### src/design/esie_defs.svh
/*
 * Constants of the extended interrupt logic: special-function addresses,
 * control register field positions, reset values and vector layout.
 * Assumes it is included by bare name from the package and design files.
 */
`ifndef ESIE_DEFS_SVH
`define ESIE_DEFS_SVH

// Special-function byte addresses
`define ESIE_CTRL_ADDR 8'hc0
`define ESIE_PORT_ADDR 8'hd8

// Bit-address groups (address bits 7..3) of the two bit-addressable registers
`define ESIE_CTRL_BITGRP 5'h18
`define ESIE_PORT_BITGRP 5'h1b

// Control register field positions, bit 7 down to bit 0
`define ESIE_IRQ3_PRI 3'h7
`define ESIE_IRQ3_EN 3'h6
`define ESIE_IRQ3_FLAG 3'h5
`define ESIE_IRQ3_EDGE 3'h4
`define ESIE_IRQ2_PRI 3'h3
`define ESIE_IRQ2_EN 3'h2
`define ESIE_IRQ2_FLAG 3'h1
`define ESIE_IRQ2_EDGE 3'h0

// Reset values
`define ESIE_CTRL_RESET 8'h00
`define ESIE_PORT_RESET 4'hf

// Port pins shared with the two extra interrupt inputs
`define ESIE_PIN_IRQ2 2'h2
`define ESIE_PIN_IRQ3 2'h3

// Vector layout: first vector, eight bytes apart
`define ESIE_VEC_BASE 8'h03
`define ESIE_SRC_IRQ2 3'h6
`define ESIE_SRC_IRQ3 3'h7

`endif

### src/design/esie_pkg.sv
/*
 * Types shared by the extended interrupt logic.
 * Assumes the constants header is on the include path.
 */
`include "esie_defs.svh"

package esie_pkg;

    // One special-function access from the core, byte or single bit
    typedef struct packed {
        logic [7:0] addr;   // Byte address, or bit address when bitWr
        logic wr;           // Byte write strobe
        logic rd;           // Byte read strobe
        logic bitWr;        // Single-bit write strobe
        logic bitVal;       // Value for a single-bit write
        logic [7:0] wdata;  // Byte write data
    } esie_sfr_req_t;

    // Interrupt request presented to the core
    typedef struct packed {
        logic req;          // A source is granted and waiting for the core
        logic [2:0] sel;    // Index of the granted source, 0 highest
        logic high;         // Granted source sits in the high level
        logic [7:0] vector; // Fixed vector address of the source
    } esie_irq_out_t;

endpackage : esie_pkg

### src/design/esie_pin_sync.sv
/*
 * Two-flop synchroniser and falling-edge detector for the extra port pins.
 * Assumes pins are asynchronous to clk; the edge looks only at the second flop.
 */
`timescale 1ns/100ps

module esie_pin_sync (
    // Clock and reset
    input wire logic clk,
    input wire logic rst_n,
    // Raw pins
    input wire logic [3:0] pinRaw,
    // Synchronised level and one-cycle falling-edge pulses
    output logic [3:0] pinSync,
    output logic [3:0] pinFall
);

    logic [3:0] stage1;  // First flop, read only by the second
    logic [3:0] pinPrev; // Previous synchronised level

    // One synchroniser per pin; idle pins read high like a pulled-up port
    genvar i;
    generate
        for (i = 0; i < 4; i = i + 1) begin : g_pin
            always_ff @(posedge clk or negedge rst_n) begin
                if (!rst_n) begin
                    stage1[i] <= 1'b1;
                    pinSync[i] <= 1'b1;
                    pinPrev[i] <= 1'b1;
                end else begin
                    stage1[i] <= pinRaw[i];
                    pinSync[i] <= stage1[i];
                    pinPrev[i] <= pinSync[i];
                end
            end
            // High for one cycle after the level drops
            assign pinFall[i] = pinPrev[i] & ~pinSync[i];
        end
    endgenerate

endmodule : esie_pin_sync

### src/design/esie_top.sv
/*
 * Eight-source two-level interrupt selection with two extra external inputs,
 * their control register, and the 4-bit bit-addressable extra port.
 * Assumes the core supplies the six standard requests with their enables and
 * priorities, pulses vecAck when it takes a vector and retiPulse on return.
 */
`timescale 1ns/100ps
`include "esie_defs.svh"

module esie_top
    import esie_pkg::*;
(
    // Clock and reset
    input wire logic clk,
    input wire logic rst_n,
    // Special-function access from the core
    input esie_sfr_req_t sfrReq,
    output logic [7:0] sfrRdata,
    output logic sfrRdValid,
    output logic sfrHit,
    // Standard sources and their settings from the core
    input wire logic [5:0] stdReq,
    input wire logic [5:0] stdEnable,
    input wire logic [5:0] stdHighPri,
    input wire logic globalEnable,
    // Vector handshake with the core
    output esie_irq_out_t irqOut,
    input wire logic vecAck,
    input wire logic retiPulse,
    output logic [7:0] svcAck,
    // Extra port pins
    input wire logic [3:0] portIn,
    output logic [3:0] portOut,
    output logic [3:0] portOe
);

    logic [7:0] ctrl;        // Extended interrupt control register
    logic [3:0] portLatch;   // Port output latch
    logic [3:0] pinSync;     // Synchronised pin levels
    logic [3:0] pinFall;     // Falling-edge pulses
    logic inSvcHigh;         // High-level routine running
    logic inSvcLow;          // Low-level routine running
    logic [7:0] next_ctrl;
    logic [3:0] next_portLatch;

    // Pins pass two flops before any logic looks at them
    esie_pin_sync esie_pin_sync_inst (
        .clk(clk),
        .rst_n(rst_n),
        .pinRaw(portIn),
        .pinSync(pinSync),
        .pinFall(pinFall)
    );

    // Address and bit decode
    wire ctrlByteHit = sfrReq.addr == `ESIE_CTRL_ADDR;
    wire portByteHit = sfrReq.addr == `ESIE_PORT_ADDR;
    wire ctrlBitHit = sfrReq.bitWr && sfrReq.addr[7:3] == `ESIE_CTRL_BITGRP;
    wire portBitHit = sfrReq.bitWr && sfrReq.addr[7:3] == `ESIE_PORT_BITGRP && !sfrReq.addr[2];
    wire [2:0] bitIdx = sfrReq.addr[2:0];

    // Pins 3 and 2 are the extra interrupt inputs
    wire pin2 = pinSync[`ESIE_PIN_IRQ2];
    wire pin3 = pinSync[`ESIE_PIN_IRQ3];
    wire fall2 = pinFall[`ESIE_PIN_IRQ2];
    wire fall3 = pinFall[`ESIE_PIN_IRQ3];
    wire edge2 = ctrl[`ESIE_IRQ2_EDGE];
    wire edge3 = ctrl[`ESIE_IRQ3_EDGE];

    // Hardware flag events; edge mode only
    wire set2 = edge2 && fall2;
    wire set3 = edge3 && fall3;
    wire svc2 = vecAck && irqOut.req && irqOut.sel == `ESIE_SRC_IRQ2 && edge2;
    wire svc3 = vecAck && irqOut.req && irqOut.sel == `ESIE_SRC_IRQ3 && edge3;

    // Raw requests: edge mode uses the flag, level mode the live pin
    wire raw2 = edge2 ? ctrl[`ESIE_IRQ2_FLAG] : !pin2;
    wire raw3 = edge3 ? ctrl[`ESIE_IRQ3_FLAG] : !pin3;

    // Enabled requests in vector order, index 0 highest
    wire [7:0] reqVec = {raw3 && ctrl[`ESIE_IRQ3_EN],
                         raw2 && ctrl[`ESIE_IRQ2_EN],
                         stdReq & stdEnable} & {8{globalEnable}};
    wire [7:0] priVec = {ctrl[`ESIE_IRQ3_PRI], ctrl[`ESIE_IRQ2_PRI], stdHighPri};
    wire [7:0] reqHigh = reqVec & priVec;
    wire [7:0] reqLow = reqVec & ~priVec;

    // Lowest set index wins within a level
    function automatic logic [2:0] esie_first(input logic [7:0] v);
        logic [2:0] idx;
        idx = 3'h0;
        for (int k = 7; k >= 0; k--) begin
            if (v[k]) begin
                idx = 3'(k);
            end
        end
        return idx;
    endfunction : esie_first

    // Grant: high preempts low, nothing preempts its own level
    wire grantHigh = |reqHigh && !inSvcHigh;
    wire grantLow = |reqLow && !inSvcHigh && !inSvcLow;
    wire next_req = (grantHigh || grantLow) && !vecAck;
    wire [2:0] next_sel = grantHigh ? esie_first(reqHigh) : esie_first(reqLow);
    wire [7:0] next_vector = `ESIE_VEC_BASE + {2'h0, next_sel, 3'h0};

    // Control register: software first, service clear, edge set wins
    always_comb begin
        next_ctrl = ctrl;
        if (sfrReq.wr && ctrlByteHit) begin
            next_ctrl = sfrReq.wdata;
        end
        if (ctrlBitHit) begin
            next_ctrl[bitIdx] = sfrReq.bitVal;
        end
        if (svc2) begin
            next_ctrl[`ESIE_IRQ2_FLAG] = 1'b0;
        end
        if (svc3) begin
            next_ctrl[`ESIE_IRQ3_FLAG] = 1'b0;
        end
        if (set2) begin
            next_ctrl[`ESIE_IRQ2_FLAG] = 1'b1;
        end
        if (set3) begin
            next_ctrl[`ESIE_IRQ3_FLAG] = 1'b1;
        end
    end

    // Port latch: byte write or single-bit set and clear
    always_comb begin
        next_portLatch = portLatch;
        if (sfrReq.wr && portByteHit) begin
            next_portLatch = sfrReq.wdata[3:0];
        end
        if (portBitHit) begin
            next_portLatch[bitIdx[1:0]] = sfrReq.bitVal;
        end
    end

    // Register state
    always_ff @(posedge clk or negedge rst_n) begin
        if (!rst_n) begin
            ctrl <= `ESIE_CTRL_RESET;
            portLatch <= `ESIE_PORT_RESET;
        end else begin
            ctrl <= next_ctrl;
            portLatch <= next_portLatch;
        end
    end

    // Quasi-bidirectional drive: pull low on a 0, release on a 1
    assign portOut = 4'h0;
    assign portOe = ~portLatch;

    // Read data; port reads pin levels, upper bits zero
    wire [7:0] readMux = ctrlByteHit ? ctrl : portByteHit ? {4'h0, pinSync} : 8'h00;
    assign sfrHit = ctrlByteHit || portByteHit;
    always_ff @(posedge clk or negedge rst_n) begin
        if (!rst_n) begin
            sfrRdata <= 8'h00;
            sfrRdValid <= 1'b0;
        end else begin
            sfrRdValid <= sfrReq.rd;
            if (sfrReq.rd) begin
                sfrRdata <= readMux;
            end
        end
    end

    // Granted request, held in flops for the core
    always_ff @(posedge clk or negedge rst_n) begin
        if (!rst_n) begin
            irqOut <= '0;
        end else begin
            irqOut.req <= next_req;
            irqOut.sel <= next_sel;
            irqOut.high <= grantHigh;
            irqOut.vector <= next_vector;
        end
    end

    // Service tracking and acknowledge pulse to the source
    always_ff @(posedge clk or negedge rst_n) begin
        if (!rst_n) begin
            inSvcHigh <= 1'b0;
            inSvcLow <= 1'b0;
            svcAck <= 8'h00;
        end else begin
            svcAck <= (vecAck && irqOut.req) ? (8'h01 << irqOut.sel) : 8'h00;
            if (vecAck && irqOut.req) begin
                if (irqOut.high) begin
                    inSvcHigh <= 1'b1;
                end else begin
                    inSvcLow <= 1'b1;
                end
            end else if (retiPulse) begin
                if (inSvcHigh) begin
                    inSvcHigh <= 1'b0;
                end else begin
                    inSvcLow <= 1'b0;
                end
            end
        end
    end

    // Checks
    wire [7:0] belowSel = (8'h01 << irqOut.sel) - 8'h01;
endmodule : esie_top
### config.mk
export PLATFORM = sky130hd
export DESIGN_NAME = esie_top
export DESIGN_NICKNAME = d
export VERILOG_FILES = /design/src/design/esie_pkg.sv /design/src/design/esie_pin_sync.sv /design/src/design/esie_top.sv
export VERILOG_INCLUDE_DIRS = /design/src /design/src/design
export SDC_FILE = /design/constraint.sdc
export NUM_CORES = 1
export LEC_CHECK = 0
export BUFFER_PORTS_ARGS = -buffer_cell sky130_fd_sc_hd__clkbuf_2
export CORE_MARGIN = 2
export CORE_UTILIZATION = 55
export CTS_BUF_LIST = sky130_fd_sc_hd__clkbuf_8
export CTS_CLUSTER_DIAMETER = 30
export CTS_CLUSTER_SIZE = 20
export DETAILED_ROUTE_END_ITERATION = 16
export PLACE_DENSITY = 0.87
export SLEW_MARGIN = 20
export SYNTH_ARGS = -nofsm -noshare
export SYNTH_HDL_FRONTEND = slang
export SYNTH_SLANG_ARGS = --single-unit
### constraint.sdc
create_clock -name clk -period 4.9 [get_ports clk]
set_input_delay 0.49 -clock clk [delete_from_list [all_inputs] [get_ports clk]]
set_output_delay 0.49 -clock clk [all_outputs]
set_load 0.005 [all_outputs]
==> flow_metrics.env <==
export IMPL_final_cells=374
export IMPL_routed_wl_um=5140
export IMPL_h_tree_depth=2
export IMPL_n_fill_cell=356
export IMPL_nNetsFinal=368
export IMPL_r2r_start="ctrl[4]$_DFF_PN0_"
export IMPL_synth_ff_type="dfrtp_1"
export IMPL_coreArea_um2=4290
export IMPL_async_flop_share_pct=100
export IMPL_synth_seq_area_share_pct=49.4
export IMPL_p_per_area_nw_per_um2=283
export IMPL_initial_core_util_pct=56.2
export IMPL_period_share_pct=42.7
export IMPL_area_growth_pct=19.5
export IMPL_yosys_area_share_simple_pct=24.2
export IMPL_synth_compound_area_share_pct=13.8
export IMPL_clk_latency_ns=0.30
export IMPL_setup_tns_ns=0
export IMPL_p_int_w=0.000603
export IMPL_min_path_type="input pin to asynchronous set/reset pin"
export IMPL_postCtsSetupRepairBufs=0
export IMPL_p_clk_share_pct=30.7
export IMPL_ir_drop_uv=183
export IMPL_grt_pass1_wl_um=8640
export IMPL_status="completed"
export IMPL_power_leakage_nw=1.45
export IMPL_cts_sinks=47
export IMPL_synth_area_mux_share_pct=5.49
export IMPL_cts_buffers_inserted=5
export IMPL_detail_route_wl_per_cell_um=13.7
export IMPL_fin_crit_ns=2.09
export IMPL_worstPathMaxFanout=14
export IMPL_synth_edff_count=0
export IMPL_maxSlewHeadroom_pct=62.2
export IMPL_worst_slew_pin_slew_ns=0.567
export IMPL_ff2ff_path_depth=5
export IMPL_startpoint_type="input pin"
export IMPL_die_y_um=70.3
export IMPL_fmax_mhz=478
export IMPL_path_class="input pin to primary output"
export IMPL_cts_hold_buf=0
export IMPL_row_count=24
export IMPL_synth_avg_cell_area_um2=9.78
export IMPL_numPlacedInstances=366
export IMPL_synthAdderAreaFrac_pct=0
export IMPL_synth_top_family_by_area="simple AND/OR/NAND/NOR gates"
export IMPL_maxCapViolCount=0
export IMPL_cts_tree="yes"
export IMPL_p_sw_w=0.000213
export IMPL_routabilityCongestion=0.879
export IMPL_antenna_found_initial=0
export IMPL_ys_warnings_count=0
export IMPL_drv_slew=0
export IMPL_cp_required_ns=4.41
export IMPL_crit_chain="clkbuf_2 > nor3_2 > and3_1 > or2_2 > clkbuf_2"
export IMPL_synth_cells=247
export IMPL_firstDrtPassIters=4
export IMPL_cts_resized=0
export IMPL_ios=86
export IMPL_fp_dieArea_um2=4940
export IMPL_final_hold_viol_count=0
export IMPL_cts_clk_slew_worst_paths_ns=0.08
export IMPL_cp_end_kind="primary output"
export IMPL_grt_pass1_vias=1923
export IMPL_cts_max_path_buffers=2
export IMPL_root_buffer="clkbuf_8"
export IMPL_clock_skew_final_ns=0.00805
export IMPL_critPathSlowestCell="and3_1"
export IMPL_yosys_register_bits=47
export IMPL_max_stage_delay_ns=0.47
export IMPL_crit_cells=5
export IMPL_crit_start="sfrReq[15]"
export IMPL_portBuffers=78
export IMPL_synthXorXnorAreaFrac_pct=0
export IMPL_drtAntennaViolNets=0
export IMPL_path_common_cell="clkbuf_2"
export IMPL_path_buf_inv=2
export IMPL_vias=2070
export IMPL_seqPwrFrac_pct=54.9
export IMPL_switching_share_pct=26.1
export IMPL_drtIter0Drc=146
export IMPL_grt_overflow=0
export IMPL_via_per_inst=5.53
export IMPL_track_usage_pct=21.8
export IMPL_crit_family="simple AND/OR/NAND/NOR gates"
export IMPL_drc=0
export IMPL_diodes=0
export IMPL_synthesis_area_um2=2410
export IMPL_synth_cell_type_count=49
export IMPL_fp_dieW_um=70.3
export IMPL_grt_max_degree=48
export IMPL_power_frac_comb_pct=14.5
export IMPL_cp_arrival_ns=1.60
export IMPL_dp_hpwl_um=3910
export IMPL_setup_viol=0
export IMPL_rsz0062_at_grt="false"
export IMPL_drive_gt1_share_pct=35.7
==> flip-flops by register name (all words and copies together) (netlist names) <==
register	cells
svcAck	8
inSvcHigh	1
sfrRdata	8
ctrl	8
inSvcLow	1
esie_pin_sync_inst.pinPrev	2
portLatch	4
irqOut	6
sfrRdValid	1
esie_pin_sync_inst.pinSync	4
esie_pin_sync_inst.stage1	4
==> final cells by class <==
type	instances	area, um^2	share of cell area, %
Clock buffer	7	96.3	3.34
Timing Repair Buffer	79	398	13.8
Inverter	13	48.8	1.69
Tap cell	52	65.1	2.25
Clock inverter	1	3.75	0.130
Sequential cell	47	1190	41.4
Multi-Input combinational cell	175	1080	37.4
==> Yosys cell counts, drive strengths merged (2+ instances only) <==
master	number	share of area, %
a21oi	13	2.7
o2bb2ai	2	0.73
dfrtp	33	34
nor2	21	3.3
o21ai	17	3.5
clkbuf	4	0.62
nor2b	5	1.6
nor4b	2	0.98
o221ai	2	0.98
nand2	19	3.3
and3	3	0.78
or2	2	0.52
a22oi	4	1.2
conb	2	0.31
nand2b	5	1.3
buf	14	4.1
nand4	7	1.8
mux2i	8	3.3
inv	13	2.0
nand3b	3	0.93
o21a	2	0.62
a21o	4	1.2
nor4	2	0.52
dfstp	14	15
nand3	15	3.1
or4	2	0.78
nand4b	3	1.1
nor3	8	2.1
mux2	4	2.2
nor3b	3	0.93
==> worst reg2reg max path, cell delays in order, from the launching register on <==
cell	delay (ns)
dfrtp_1	0.46
nor2b_4	0.17
or4_4	0.54
o2111ai_2	0.23
o221ai_2	0.12
mux2i_1	0.14
==> layout by cell type (no fill, tap or decap), types with 2 or more instances in the layout <==
cell	instances
mux2i_1	8
dfstp_2	14
nor4_1	2
nor2b_1	4
mux2_4	2
mux2_2	2
a22oi_1	4
nand2_1	18
nor3_2	2
nor2_1	21
o21ai_0	17
inv_1	14
a21o_1	4
nor3b_1	3
and3_1	3
nand3_1	15
conb_1	8
nand3b_1	3
nand4_1	7
nand2b_1	5
nor3_1	6
clkbuf_8	7
nand4b_1	3
o21a_1	2
dfrtp_1	33
o2bb2ai_1	2
or2_2	2
clkbuf_2	78
a21oi_1	13
==> metal layers <==
metal	share of wire (%)	wire length, um	vias to the layer above	global-route usage [%]
met5	0	0	-	0
met1	42	2180	965	27.3
met3	6.2	321	14	4.62
met2	49	2540	82	37.5
li1	-	-	1009	-
met4	2.0	101	0	7.26
==> power by group through the flow <==
stage	Combinational (W)	Sequential, W	Clock (W)
3_5_place_dp	0.000118	0.000453	0
2_1_floorplan	0.0000692	0.000447	0
5_1_grt	0.000133	0.000452	0.000270
4_1_cts	0.000119	0.000447	0.000253
6_report	0.000118	0.000448	0.000250
3_3_place_gp	0.000114	0.000452	0
==> cell families after synthesis <==
logic type,Yosys count
mux,12
compound gates,51
other cells,2
buf+inv,31
simple gates,104
flops,47
==> path summary, 6_finish.rpt <==
check | to | slack, ns
setup / recovery | sfrHit | 2.81
hold / removal | sfrRdata[0]$_DFFE_PN0P_ | 0.26
setup reg to reg | irqOut[9]$_DFF_PN0_ | 3.16
hold reg to reg | esie_pin_sync_inst.pinSync[1]$_DFF_PN1_ | 0.36
max in group asynchronous | esie_pin_sync_inst.pinPrev[2]$_DFF_PN1_ | 4.25
min in group clk | esie_pin_sync_inst.stage1[0]$_DFF_PN1_ | 0.26
==> metrics by stage <==
stage / hold slack [ns] / area, um^2 / setup WS (ns) / power, W / utilization, %
6_report: 0.255 / 2890 / 2.81 / 0.000816 / 67.2
5_1_grt: 0.255 / 2890 / 2.72 / 0.000854 / 67.2
4_1_cts: 0.256 / 2890 / 2.81 / 0.000819 / 67.2
3_5_place_dp: 0.347 / 2790 / 2.82 / 0.000572 / 64.9
3_3_place_gp: 0.346 / 2790 / 2.88 / 0.000566 / 64.9
2_1_floorplan: 0.194 / 2440 / 3.06 / 0.000516 / -
(Power assumes the default switching activity.)
